File: src/hdl/fstc_pkg.sv
// constants, carriers and helpers for the fft sample transfer control block
// assumes one system clock; strobes arrive as ordinary synchronous inputs
package fstc_pkg;

    // widths and depths
    localparam int DATA_W     = 32;
    localparam int ADDR_W     = 10;
    localparam int CNT_W      = 11;
    localparam int CFG_W      = 16;
    localparam int FIFO_DEPTH = 8;

    // block lengths and new-sample counts
    localparam logic [10:0] PTS_BIG     = 11'h400;
    localparam logic [10:0] PTS_SMALL   = 11'h100;
    localparam logic [10:0] PTS_HALF    = 11'h080;
    localparam logic [10:0] PTS_QUARTER = 11'h040;

    // circular window for the double-buffered small workspace
    localparam logic [9:0] CIRC_MASK  = 10'h1FF;
    localparam logic [9:0] SMALL_SPAN = 10'h100;

    // output strobe count that shows the first result; the three before it only prime
    localparam logic [2:0] PRIME_STROBES = 3'h4;

    // control word field positions
    localparam int CFG_SIZE_BIT = 0;
    localparam int CFG_OVL_LO   = 1;
    localparam int CFG_DIV_LO   = 3;
    localparam int CFG_WIN_LO   = 5;
    localparam int CFG_MODE_LO  = 9;
    localparam logic [15:0] CFG_RESET = 16'h0000;

    // field encodings
    localparam logic [1:0] MODE_SINGLE  = 2'h0;
    localparam logic [1:0] MODE_PSEUDO2 = 2'h2;
    localparam logic [1:0] OVL_HALF     = 2'h1;
    localparam logic [1:0] OVL_QUARTER  = 2'h2;
    localparam logic [1:0] DIV_BY2      = 2'h1;
    localparam logic [1:0] DIV_BY4      = 2'h2;

    // transform engine and dump sequencer states
    typedef enum logic [0:0] {
        XF_IDLE = 1'b0,
        XF_RUN  = 1'b1
    } fstc_xf_t;

    typedef enum logic [1:0] {
        DM_IDLE  = 2'b00,
        DM_PRIME = 2'b01,
        DM_AVAIL = 2'b10,
        DM_HOLD  = 2'b11
    } fstc_dm_t;

    // workspace write carrier
    typedef struct packed {
        logic              wr;
        logic [ADDR_W-1:0] addr;
        logic [DATA_W-1:0] data;
    } fstc_ws_wr_t;

    // samples making up a whole block
    function automatic logic [10:0] fstc_block_len(input logic [15:0] cfg);
        fstc_block_len = cfg[CFG_SIZE_BIT] ? PTS_BIG : PTS_SMALL;
    endfunction : fstc_block_len

    // new samples per transform once the workspace holds a block
    function automatic logic [10:0] fstc_new_len(input logic [15:0] cfg);
        logic [1:0] ovl;
        ovl = cfg[CFG_OVL_LO +: 2];
        if (cfg[CFG_SIZE_BIT])
            fstc_new_len = PTS_BIG;
        else if (ovl == OVL_HALF)
            fstc_new_len = PTS_HALF;
        else if (ovl == OVL_QUARTER)
            fstc_new_len = PTS_QUARTER;
        else
            fstc_new_len = PTS_SMALL;
    endfunction : fstc_new_len

endpackage : fstc_pkg

File: src/hdl/fstc_ctrl.sv
// sample transfer control: loading, transform start and result dumping
// assumes an external butterfly engine and workspace ram on its ports,
// strobes and enables synchronous to core_clk_i but slow enough to edge
`timescale 1ns/1ns

// small first-word-fall-through fifo, flip-flop storage
module fstc_fifo
    import fstc_pkg::*;
#(
    parameter int W     = 32,
    parameter int DEPTH = 8
)(
    // clock and reset
    input  wire logic                       core_clk_i,
    input  wire logic                       rst_i,
    // fill side
    input  wire logic                       in_valid_i,
    output logic                            in_ready_o,
    input  wire logic [W-1:0]               in_data_i,
    // drain side
    output logic                            out_valid_o,
    input  wire logic                       out_ready_i,
    output logic [W-1:0]                    out_data_o,
    output logic [$clog2(DEPTH+1)-1:0]      count_o
);
    localparam int PW = $clog2(DEPTH);
    localparam int CW = $clog2(DEPTH+1);
    typedef struct packed {
        logic [DEPTH-1:0][W-1:0] mem;
        logic [PW-1:0]           wp;
        logic [PW-1:0]           rp;
        logic [CW-1:0]           cnt;
    } fstc_fifo_st_t;
    fstc_fifo_st_t s;
    fstc_fifo_st_t next_s;
    logic          push;
    logic          pop;
    // honest flags straight from the occupancy count
    assign in_ready_o  = (s.cnt != CW'(DEPTH));
    assign out_valid_o = (s.cnt != '0);
    assign out_data_o  = s.mem[s.rp];
    assign count_o     = s.cnt;
    always_comb
    begin
        push   = in_valid_i && in_ready_o;
        pop    = out_ready_i && out_valid_o;
        next_s = s;
        if (push)
        begin
            next_s.mem[s.wp] = in_data_i;
            next_s.wp        = (s.wp == PW'(DEPTH-1)) ? '0 : s.wp + 1'b1;
        end
        if (pop)
            next_s.rp = (s.rp == PW'(DEPTH-1)) ? '0 : s.rp + 1'b1;
        next_s.cnt = s.cnt + CW'(push) - CW'(pop);
    end
    always_ff @(posedge core_clk_i or posedge rst_i)
    begin
        if (rst_i)
            s <= '0;
        else
            s <= next_s;
    end
endmodule : fstc_fifo

// Behaviour
// - samples taken on the input strobe rising edge, no external buffer
// - results leave under their own output strobe at any faster rate
// - input strobe divided by two or four when strobes share a clock
// - small transforms double buffered, load, compute and dump concurrent
// - overlap reuses stored samples, fewer new samples per transform
// - window weighting enabled during first transform pass, not loading
// - large mode runs load, transform and dump as separate phases
// - large mode always loads full 1024 words; source re-supplies overlap
// - without concurrency input and output may run at up to half the system clock rate
// - pseudo mode 2 separates phases; dump enable high at end blocks flag
// - transform starts by itself once enough samples are loaded
// - three output strobes prime the buffer; the fourth shows the first result
// - mode field 00 means single device, else multiple-device mode
module fstc_ctrl
    import fstc_pkg::*;
(
    // clock and reset
    input  wire logic              core_clk_i,
    input  wire logic              rst_i,
    // configuration port
    input  wire logic              config_load_n_i,
    input  wire logic [CFG_W-1:0]  cfg_i,
    // sample loading side
    input  wire logic              input_sample_strobe_i,
    input  wire logic              load_enable_n_i,
    input  wire logic [DATA_W-1:0] in_data_i,
    output logic                   loading_flag_o,
    // workspace write port
    output fstc_ws_wr_t            ws_wr_o,
    // transform engine handshake
    output logic                   xf_start_o,
    output logic [ADDR_W-1:0]      xf_base_o,
    output logic                   window_en_o,
    input  wire logic              xf_pass_i,
    input  wire logic              xf_done_i,
    // results from engine
    input  wire logic              res_valid_i,
    input  wire logic [DATA_W-1:0] res_data_i,
    output logic                   res_ready_o,
    // dumping side
    input  wire logic              output_sample_strobe_i,
    input  wire logic              dump_enable_n_i,
    output logic [DATA_W-1:0]      out_data_o,
    output logic                   results_available_n_o
);
    localparam int FCW = $clog2(FIFO_DEPTH+1);
    typedef struct packed {
        logic [2:0]        sync_in;
        logic [2:0]        sync_out;
        logic [CFG_W-1:0]  cfg;
        logic [1:0]        div_cnt;
        logic [CNT_W-1:0]  load_cnt;
        logic [ADDR_W-1:0] wr_ptr;
        logic              filled;
        logic              loading;
        logic              block_full;
        fstc_xf_t          xf;
        fstc_dm_t          dm;
        logic [2:0]        prime_cnt;
        logic [CNT_W-1:0]  res_cnt;
        logic [CNT_W-1:0]  pop_cnt;
        fstc_ws_wr_t       ws;
        logic              xf_start;
        logic [ADDR_W-1:0] xf_base;
        logic              window_en;
        logic              res_ready;
        logic [DATA_W-1:0] out_data;
        logic              dav_n;
    } fstc_st_t;
    fstc_st_t          s;
    fstc_st_t          next_s;
    logic              fifo_in_ready;
    logic              fifo_out_valid;
    logic [DATA_W-1:0] fifo_out_data;
    logic [FCW-1:0]    fifo_count;
    logic              push;
    logic              pop;
    // registered outputs
    assign loading_flag_o        = s.loading;
    assign ws_wr_o               = s.ws;
    assign xf_start_o            = s.xf_start;
    assign xf_base_o             = s.xf_base;
    assign window_en_o           = s.window_en;
    assign res_ready_o           = s.res_ready;
    assign out_data_o            = s.out_data;
    assign results_available_n_o = s.dav_n;
    // separate output buffer between engine and output pins
    fstc_fifo #(.W (DATA_W), .DEPTH (FIFO_DEPTH)) u_out_fifo (
        .core_clk_i  (core_clk_i),
        .rst_i       (rst_i),
        .in_valid_i  (push),
        .in_ready_o  (fifo_in_ready),
        .in_data_i   (res_data_i),
        .out_valid_o (fifo_out_valid),
        .out_ready_i (pop),
        .out_data_o  (fifo_out_data),
        .count_o     (fifo_count)
    );
    // all sequencing in one next-state process
    always_comb
    begin
        logic             edge_in;
        logic             edge_out;
        logic             big;
        logic             separate;
        logic             multi;
        logic             load_ok;
        logic             strobe_ok;
        logic [1:0]       div_mask;
        logic [CNT_W-1:0] need;
        logic [CNT_W-1:0] blen;
        logic [CNT_W-1:0] res_nx;
        logic [FCW-1:0]   cnt_nx;
        next_s = s;
        if (!config_load_n_i)
        begin
            // config load clears all control state but not the output buffer, keeps the shown word
            next_s          = '0;
            next_s.cfg      = cfg_i;
            next_s.out_data = s.out_data;
            next_s.dav_n    = 1'b1;
        end
        next_s.ws.wr    = 1'b0;
        next_s.xf_start = 1'b0;
        // two flops, then edge detect on the settled stages only
        next_s.sync_in  = {s.sync_in[1:0],
                           input_sample_strobe_i};
        next_s.sync_out = {s.sync_out[1:0],
                           output_sample_strobe_i};
        edge_in   = s.sync_in[1] & ~s.sync_in[2];
        edge_out  = s.sync_out[1] & ~s.sync_out[2];
        big       = s.cfg[CFG_SIZE_BIT];
        multi     = (s.cfg[CFG_MODE_LO +: 2] != MODE_SINGLE);
        separate  = big ||
                    (s.cfg[CFG_MODE_LO +: 2] == MODE_PSEUDO2);
        blen      = fstc_block_len(s.cfg);
        // first block fills the workspace; later small-mode ones only top it up
        need      = s.filled ? fstc_new_len(s.cfg) : blen;
        // loading stalls while a full block waits, or in phase modes while the transform or dump runs
        load_ok   = !load_enable_n_i && !s.block_full &&
                    (!separate || (s.xf == XF_IDLE && s.dm == DM_IDLE));
        // multi modes count output strobes without dump enable
        strobe_ok = edge_out && (!dump_enable_n_i || multi);
        // engine results into the output buffer
        push      = config_load_n_i && res_valid_i && s.res_ready &&
                    fifo_in_ready;
        res_nx    = s.res_cnt + CNT_W'(push);
        pop       = 1'b0;
        cnt_nx    = '0;
        case (s.cfg[CFG_DIV_LO +: 2])
            DIV_BY2: div_mask = 2'h1;
            DIV_BY4: div_mask = 2'h3;
            default: div_mask = 2'h0;
        endcase
        if (config_load_n_i)
        begin
            if (edge_in && load_ok)
            begin
                next_s.div_cnt = (s.div_cnt + 2'h1) & div_mask;
                if (s.div_cnt == 2'h0)
                begin
                    // one word per edge kept by the divider; no extra wait state
                    next_s.ws.wr   = 1'b1;
                    next_s.ws.data = in_data_i;
                    next_s.ws.addr = big ? s.load_cnt[ADDR_W-1:0]
                                         : (s.wr_ptr & CIRC_MASK);
                    next_s.wr_ptr  = (s.wr_ptr + 10'h001) & CIRC_MASK;
                    next_s.loading = 1'b1;
                    next_s.load_cnt = s.load_cnt + 11'h001;
                    if (s.load_cnt + 11'h001 == need)
                    begin
                        next_s.loading    = 1'b0;
                        next_s.load_cnt   = '0;
                        next_s.block_full = 1'b1;
                    end
                end
            end
            // automatic start; phase modes wait for the dump to finish
            if (s.block_full && s.xf == XF_IDLE &&
                (!separate || s.dm == DM_IDLE))
            begin
                next_s.xf_start   = 1'b1;
                next_s.xf         = XF_RUN;
                next_s.block_full = 1'b0;
                next_s.filled     = !big;
                next_s.window_en  = 1'b1;
                next_s.xf_base    = big ? '0
                                  : ((s.wr_ptr - SMALL_SPAN) & CIRC_MASK);
            end
            // weighting only lasts for the first pass
            if (s.window_en && xf_pass_i)
                next_s.window_en = 1'b0;
            // completion hands over to the dump side when it is free
            if (s.xf == XF_RUN && xf_done_i && s.dm == DM_IDLE)
            begin
                next_s.xf        = XF_IDLE;
                next_s.res_cnt   = '0;
                next_s.pop_cnt   = '0;
                next_s.prime_cnt = '0;
                next_s.window_en = 1'b0;
                // pseudo mode 2 never raises the flag if dump enable is high
                if (s.cfg[CFG_MODE_LO +: 2] == MODE_PSEUDO2 &&
                    dump_enable_n_i)
                    next_s.dm = DM_HOLD;
                else
                    next_s.dm = DM_PRIME;
            end
            next_s.res_cnt = res_nx;
            case (s.dm)
                DM_PRIME:
                begin
                    if (strobe_ok && fifo_out_valid)
                    begin
                        next_s.prime_cnt = s.prime_cnt + 3'h1;
                        if (s.prime_cnt + 3'h1 == PRIME_STROBES)
                        begin
                            pop             = 1'b1;
                            next_s.out_data = fifo_out_data;
                            next_s.pop_cnt  = s.pop_cnt + 11'h001;
                            next_s.dav_n    = 1'b0;
                            next_s.dm       = DM_AVAIL;
                        end
                    end
                end
                DM_AVAIL:
                begin
                    if (strobe_ok && fifo_out_valid)
                    begin
                        pop             = 1'b1;
                        next_s.out_data = fifo_out_data;
                        next_s.pop_cnt  = s.pop_cnt + 11'h001;
                        if (s.pop_cnt + 11'h001 == blen)
                        begin
                            next_s.dav_n = 1'b1;
                            next_s.dm    = DM_IDLE;
                        end
                    end
                end
                default:
                begin
                    // idle drains words left by a config clear; held waits
                    pop = (s.dm == DM_IDLE) && fifo_out_valid;
                end
            endcase
            // ready looks one cycle ahead so a push never overfills
            cnt_nx = fifo_count + FCW'(push) - FCW'(pop);
            next_s.res_ready = (next_s.dm == DM_PRIME ||
                                next_s.dm == DM_AVAIL) &&
                               (res_nx < blen) &&
                               (cnt_nx < FCW'(FIFO_DEPTH));
        end
    end
    always_ff @(posedge core_clk_i or posedge rst_i)
    begin
        if (rst_i)
        begin
            s       <= '0;
            s.cfg   <= CFG_RESET;
            s.dav_n <= 1'b1;
        end
        else
            s <= next_s;
    end
endmodule : fstc_ctrl

File: config.mk
export PLATFORM = sky130hd
export DESIGN_NAME = fstc_ctrl
export DESIGN_NICKNAME = d
export VERILOG_FILES = /design/src/hdl/fstc_pkg.sv /design/src/hdl/fstc_ctrl.sv
export SDC_FILE = /design/constraint.sdc
export NUM_CORES = 1
export LEC_CHECK = 0
export ABC_AREA = 1
export CORE_MARGIN = 2
export CORE_UTILIZATION = 51
export DETAILED_ROUTE_END_ITERATION = 6
export DONT_BUFFER_PORTS = 1
export GPL_ROUTABILITY_DRIVEN = 0
export PLACE_DENSITY = 0.69
export SLEW_MARGIN = 20
export SYNTH_ARGS = -nofsm -noshare
export SYNTH_HDL_FRONTEND = slang
export SYNTH_SLANG_ARGS = --single-unit
File: constraint.sdc
create_clock -name core_clk_i -period 12.05 [get_ports core_clk_i]
set_clock_uncertainty 0.05 [all_clocks]
set_input_delay 0.6025 -clock core_clk_i [delete_from_list [all_inputs] [get_ports core_clk_i]]
set_output_delay 0.6025 -clock core_clk_i [all_outputs]
set_load 0.05 [all_outputs]
Word-level counts from Yosys, hierarchy flattened
Cells that the tools add are included.

Bits of input ports: 90. Output and inout port bits: 90. Flip-flop bits (word level): 426.

Reduce and logical (&&, ||, !) cells: 35. Magnitude comparators: 5. Bitwise operators: 6. Add/subtract/negate cells: 13. Equality and inequality tests: 15. Mux-type cells: 55.

Operators with widths (count): $mux 143 (2); $bwmux 256 (1); $mux 33 (3); $bmux 32 s3 (1); $demux 32 s3 (1); $mux 11 (8); $mux 43 (2); $pmux 33 s2 (1); $mux 32 (2); $mux 28 (1); $mux 23 (1); $add 11x1->11 const B (2); $eq 11x11->1 (2); $pmux 11 s2 (1); $logic_and 1x1->1 (21); $mux 21 (1); $mux 2 (10); $mux 9 (2); $mux 12 (1); $add 11x1->11 (1); $lt 11x11->1 (1); $eq 2x2->1 const B (5); $mux 10 (1); $add 3x1->3 const B (3); 24 further kinds (55).

Longest topological paths before layout
Gate-level depths: netlist of run 1.

Depth after elaboration: 21. Gate-level depth with buffers: 18.

By module
From an unflattened synthesis of run 1, not the netlist that was laid out.

Cell total of the unflattened synthesis: 2984. Area total of the unflattened synthesis: 22422.8 um2.

Modules (own cells, without submodules): fstc_fifo (area each 14570.2 um2, times used 1, seq. area each 6656.4 um2, cells an instance 2099); fstc_ctrl (area each 7852.5 um2, times used 1, seq. area each 3880.0 um2, cells an instance 885).

Least setup slack after synthesis of run 1
OpenSTA, ideal clock, no wires.

Kind: input to register. Start point: input port dump_enable_n_i. End point: register u_out_fifo.s (netlist bit u_out_fifo.count_o[2]). Stages on the path: 13. Path buffers: 0. Slack: 9.384 ns. Arrival: 2.492 ns. Path through: nand3_1 -> nand3_1 -> a21oi_1 -> inv_2 -> nor2_4 -> a31oi_1 -> nor2_2 -> ha_1 -> inv_1 -> ha_1 -> inv_1 -> fa_1 -> xnor2_1.

RTL lines: from (decl) (RTL line fstc_ctrl.sv:108) `input wire logic dump_enable_n_i,`; to (signal assigned) (RTL line fstc_ctrl.sv:62) `s <= next_s;`; to (decl) (RTL line fstc_ctrl.sv:34) `fstc_fifo_st_t s;`.

==> run metrics, run 1 <==
global-route wire length before repair=77.4 mm; std cell rows=72; met3 wire length=around 2.7 mm; DP Cell Count=~2,600; # clock sinks=421; Max Cap Viol=0; Max Used Layer=met4; PD cells=177 mW/mm^2; run status=complete, no violations; Post-synth EDFFs=0; worst min-delay path category=in -> async; fraction of synthesized cell area taken by the top area cell type=0.528; number of standard cells in the final layout excluding fillers=between 2,000 and 3,000; total congestion overflow after global routing=0; detailed-router iteration count before antenna repair=7; worst rel slew slack=0.293; Req. time, crit path=12.44 ns; startpoint class of the critical path=flip-flop; Setup CP Type=reg -> reg; clock-pin slew reported for the worst setup and hold paths after clock tree synthesis=0.06 ns; leakage component of the power=10.0 nW; clock period minus final worst setup slack=3.50 ns; post-route cell area=about 0.021 sq mm; Area contributors post-synth=dfrtp_1, nand2_1, o21ai_0; final routed wirelength across all metal layers=47.5 mm; largest family of logic cells by synthesized area=simple AND/OR/NAND/NOR gates; post-synthesis async set-or-reset flop share=1.00; worst hold slack across all endpoints=0.0188 ns; Post-CTS Repair Setup Buffers=0; half-perimeter wire length after placement=about 27 mm; aggregate global-route resource usage=0.234; synthesized area=0.0199 sq mm; area of the die=0.0406 sq mm; count of H-tree levels built during CTS=2; post_cts resized=0; setup violation total in the final timing report=0; dominant synthesized flop cell=dfrtp_1; detailed route wirelength on metal2=22.2 mm; count of mapped cells out of synthesis=2,329; clock tree buffer depth=3; number of buffers inserted by port buffering=0; number of DRC markers after the initial detailed-route iteration=1,345; sequential share of the synthesized area=0.529; net count of the finished layout=2,290; peak supply drop=~0.12 mV; total of flip-flops plus latches after synthesis=~420; Antenna Violating Nets Remaining=0; area fraction in and, or, nand and nor cells after synthesis=0.208; CTS tree=built; width of the die=202 um; CP arrival=3.89 ns; synthesized-area fraction occupied by ao, oa, aoi and oai cells=0.154; share of the clock period used by the worst path=0.290; clock buffer count from CTS=46; post-synthesis share of cell area spent on xor and xnor gates=0.00553; Post-Synthesis Mean Instance Area=8.55 sq um; routed length on met1=21.4 mm; largest area contributor in the netlist=dfrtp_1; effective utilization at floorplan=0.516; count of pins on the block boundary=180; area post-placement=0.0195 sq mm; post-synthesis adder-cell area fraction=0.0186; remaining routing DRC violations=0; Setup crit end kind=flip-flop; synthesized netlist net count=between 2,000 and 2,500; final hold violations=0; fraction of final layout cells sized beyond drive strength 1=0.0721; Unique masters post-synth=52; Vert. Die Dim=202 um; register-to-register setup slack=around 8.6 ns; setup repair after global routing missed its margin=false; Ys Warns=0; Achievable Freq=0.286 GHz; count of final max-slew check failures=0; Routed wire per std cell=17.4 um; pin slew with the least headroom to its limit=between 1 and 1.5 ns; largest fanout of any net on the critical path=33; commonest cells in the netlist=nand2_1, dfrtp_1, o21ai_0, nor2_1, inv_1; mux contribution to synthesized area=0; number of global-route vias before repair=14,757; vias per cell=5.62; Area Growth Syn to Fin=6.35%; routed vias=between 15,000 and 20,000; core area=0.0386 sq mm; setup TNS=0 ns; initial antenna violation count=3; root buffer cell=clkbuf_16; most common cell in the netlist=nand2_1; largest net degree at the start of global routing=~200; clock insertion delay at the later pin of the skew report=0.57 ns
## placed cells by master (no fill, tap or decap), types with 6 or more instances in the layout
| master | n |
|---|---|
| o31ai_1 | 6 |
| clkbuf_16 | 47 |
| nand3_1 | 103 |
| nand2_2 | 7 |
| o21ai_0 | 378 |
| nand2_1 | 572 |
| xor2_1 | 8 |
| nand3_2 | 7 |
| o32ai_1 | 64 |
| nand4_2 | 6 |
| nor2_2 | 12 |
| nor2_1 | 239 |
| buf_4 | 14 |
| ha_1 | 28 |
| clkbuf_1 | 7 |
| o21ai_1 | 13 |
| inv_1 | 111 |
| a21oi_1 | 44 |
| clkinv_2 | 7 |
| a22o_1 | 8 |
| clkbuf_8 | 14 |
| dfrtp_1 | 418 |
| nand4_1 | 7 |
| nor3_1 | 8 |
| a211oi_1 | 6 |
## final timing paths
path / startpoint / to / cells past startpoint
max: u_out_fifo.count_o[1]$_DFF_PP0_ / u_out_fifo.count_o[2]$_DFF_PP0_ / 14
min: rst_i / next_s[161]$_DFF_PP0_ / 1
max reg2reg: u_out_fifo.count_o[1]$_DFF_PP0_ / u_out_fifo.count_o[2]$_DFF_PP0_ / 14
min reg2reg: next_s[160]$_DFF_PP0_ / next_s[161]$_DFF_PP0_ / 0
max in group asynchronous: rst_i / u_out_fifo.s[110]$_DFFE_PP0P_ / 4
min in group core_clk_i: xf_pass_i / window_en_o$_DFF_PP0_ / 1
## per-layer routing
metal,GRT usage,vias to the layer above
li1,-,7311
met1,0.323,7481
met2,0.377,458
met3,0.0385,75
met4,0.0783,0
met5,0,-
## kinds of logic (layout without fill, tap and decap cells)
kind of cell | Yosys count | count (layout)
simple gates | 982 | 982
compound gates | 540 | 540
flops | 421 | 421
buf+inv | 346 | 222
fa+ha+maj | 29 | 29
xor+xnor | 11 | 11
other cells | 0 | 3
## final cells by class
class / count / area [sq um]
Fill cell: 3530 / 17400
Clock inverter: 14 / 205
Antenna cell: 3 / 7.51
Inverter: 120 / 458
Timing Repair Buffer: 20 / 220
Sequential cell: 421 / 10500
Multi-Input combinational cell: 1562 / 7690
Tap cell: 518 / 648
Clock buffer: 68 / 1400
## power breakdown
group	switching (mW)	internal, mW
Sequential	0.0632	1.44
Combinational	0.524	0.254
Clock	0.569	0.905
## sequential cells by signal (all words and copies together), names as in the netlist, 4 cells and up
name	flops
u_out_fifo.s	262
xf_base_o	10
u_out_fifo.count_o	4
s	61
ws_wr_o	43
out_data_o	32
next_s	4
## critical path: stages (launching register included)
cell and delay, ns:
dfrtp_1 0.42, nor2_1 0.19, nand2_1 0.13, nand3_1 0.26
a21oi_1 0.09, inv_2 0.55, nor2_4 0.04, a31oi_1 0.38
nor2_2 0.15, ha_1 0.31, inv_1 0.06, ha_1 0.15
inv_1 0.06, fa_1 0.40, xnor2_1 0.14
## through the flow
stage / total power [mW] / util / worst slack [ns]
floorplan: 2.12 / - / 5.72
global placement: 2.28 / 0.505 / 8.70
finish: 3.75 / 0.549 / 8.55
global route: 3.95 / 0.549 / 8.32
CTS: 3.78 / 0.548 / 8.59
detailed placement: 2.30 / 0.505 / 8.62
## repair_timing
item	4_1_cts	5_1_grt
setup endpoints to repair	0	0
endpoints found under the hold margin	2	0
hold buffers	2	0
(Power assumes the default switching activity.)
==> run 2: changes to the inputs <==
==> constraint.sdc (replaced) <==
create_clock -name core_clk_i -period 2.9 [get_ports core_clk_i]
set_clock_uncertainty 0.05 [all_clocks]
set_input_delay 0.145 -clock core_clk_i [delete_from_list [all_inputs] [get_ports core_clk_i]]
set_output_delay 0.145 -clock core_clk_i [all_outputs]
set_load 0.05 [all_outputs]
==> run metrics, run 2 (synthesis results as in run 1) <==
worst rel slew slack=0.348; Req. time, crit path=3.30 ns; routed length on met1=around 22 mm; Max Used Layer=met4; fraction of final layout cells sized beyond drive strength 1=0.0747; clock insertion delay at the later pin of the skew report=0.57 ns; startpoint class of the critical path=flip-flop; DP Cell Count=2,661; net count of the finished layout=2,418; initial antenna violation count=3; leakage component of the power=10.6 nW; remaining routing DRC violations=0; detailed route wirelength on metal2=~24 mm; PD cells=683 mW/mm^2; Max Cap Viol=0; share of power burned in the clock network=0.359; clock-pin slew reported for the worst setup and hold paths after clock tree synthesis=approximately 0.060 ns; number of standard cells in the final layout excluding fillers=2,851; Setup crit end kind=flip-flop; CP Cell Sequence=ha_1 > ha_1 > nand2_1 > a21oi_1 > inv_2 > nor2_4 > a31oi_2 > nor2_2 > ha_1 > inv_1 > ha_1 > inv_1 > fa_1 > xnor2_1; effective utilization at floorplan=0.516; pin slew with the least headroom to its limit=0.977 ns; final routed wirelength across all metal layers=50.0 mm; share of the clock period used by the worst path=0.939; net switching power of the design=between 4 and 5 mW; setup repair after global routing missed its margin=false; leading cell type in the layout, fill and taps excluded=nand2_1; Slowest cell on crit path=dfrtp_1; total congestion overflow after global routing=0; width of the die=202 um; # fillers=3,353; half-perimeter wire length after placement=~29 mm; peak supply drop=around 0.45 mV; max FFs per register=262; power share of the sequential group=0.409; clock buffer count from CTS=44; count of H-tree levels built during CTS=2; number of global-route vias before repair=15,704; Setup CP Type=reg -> reg; count of final max-slew check failures=0; delay-heaviest family, CP=adder cells; aggregate global-route resource usage=0.249; Routed wire per std cell=17.5 um; met3 wire length=3.07 mm; largest incremental delay on the critical path=about 0.40 ns; final hold violations=0; vias per cell=roughly 5.6; run status=complete, no violations; # clock sinks=around 420; Post-CTS Repair Setup Buffers=0; count of pins on the block boundary=180; detailed-router iteration count before antenna repair=6; Antenna Violating Nets Remaining=0; Cell Int Power=approximately 10 mW; std cell rows=between 70 and 80; largest fanout of any net on the critical path=3; core area=0.0386 sq mm; most repeated library cell on the critical path=ha_1; setup violation total in the final timing report=0; worst hold slack across all endpoints=0.0388 ns; number of DRC markers after the initial detailed-route iteration=1,488; largest net degree at the start of global routing=124; area of the die=0.0406 sq mm; clock tree buffer depth=3; critical path buffer and inverter count=3; clock period minus final worst setup slack=2.72 ns; Comb power frac=0.232; routed vias=between 15,000 and 20,000; register name with the most flops=u_out_fifo.s; setup TNS=0 ns; switching share of total power=0.318; Vert. Die Dim=between 200 and 250 um; root buffer cell=clkbuf_16; CTS tree=built; most frequent cells in the layout=nand2_1, dfrtp_1, o21ai_0; worst min-delay path category=in -> async; number of buffers inserted by port buffering=0; global-route wire length before repair=82.3 mm; Area Growth Syn to Fin=12.3%; CP arrival=3.12 ns; Achievable Freq=0.367 GHz
==> run 2: cell types whose count changed in the layout (fill, tap and decap cells not counted), moves of 2 or more <==
cell,change
buf_4,+12
clkbuf_16,-3
dlygate4sd3_1,+107
clkbuf_1,+3
buf_12,+12
bufinv_16,-4
clkbuf_8,-2
==> run 2: timing repair <==
action	in CTS	in global routing
gates resized for setup	0	1
hold endpoints to repair	676	0
hold buffers	110	0
endpoints found under the setup margin	0	3
==> run 2: worst paths after layout <==
check                                             endpoint                   from  depth (start not counted)  slack, ns
setup reg to reg           u_out_fifo.count_o[2]$_DFF_PP0_       s[111]$_DFF_PP0_                         14       0.18
setup / recovery           u_out_fifo.count_o[2]$_DFF_PP0_       s[111]$_DFF_PP0_                         14       0.18
hold reg to reg                      next_s[161]$_DFF_PP0_  next_s[160]$_DFF_PP0_                          0       0.30
hold / removal                u_out_fifo.s[61]$_DFFE_PP0P_                  rst_i                          2       0.04
max in group asynchronous    u_out_fifo.s[179]$_DFFE_PP0P_                  rst_i                          3       1.74
min in group core_clk_i    results_available_n_o$_DFF_PP1_        dump_enable_n_i                          6       0.05
==> run 2: through the flow <==
stage | setup slack [ns] | total power, mW | instance area, sq um | util
after global placement | 0.225 | 9.68 | 19800 | 0.514
after global routing | 0.0149 | 16.1 | 22400 | 0.580
after floorplan | -2.97 | 8.82 | 19900 | -
after CTS | 0.106 | 15.4 | 22300 | 0.579
after detailed placement | 0.122 | 9.72 | 19800 | 0.514
final | 0.175 | 15.3 | 22400 | 0.580
==> run 2: area by class of cell <==
type	instances	area, sq um	area share
clock inverter	11	97.6	0.00437
timing repair buffer	150	1590	0.0713
clock buffer	66	1300	0.0583
sequential	421	10500	0.472
multi-input combinational	1562	7700	0.345
inverter	120	458	0.0205
antenna	3	7.51	0.000336
tap	518	648	0.0290
==> run 2: layer usage <==
layer | vias up | track usage
li1 | 7565 | -
met1 | 7744 | 0.332
met2 | 526 | 0.410
met3 | 111 | 0.0450
met4 | 0 | 0.0895
met5 | - | 0
==> run 2: power groups by stage <==
stage	Combinational (mW)	Clock [mW]	Sequential (mW)
after detailed placement	3.38	0	6.34
after floorplan	2.70	0	6.13
after global placement	3.33	0	6.34
after CTS	3.54	5.62	6.23
after global routing	3.98	5.85	6.25
final	3.54	5.49	6.24
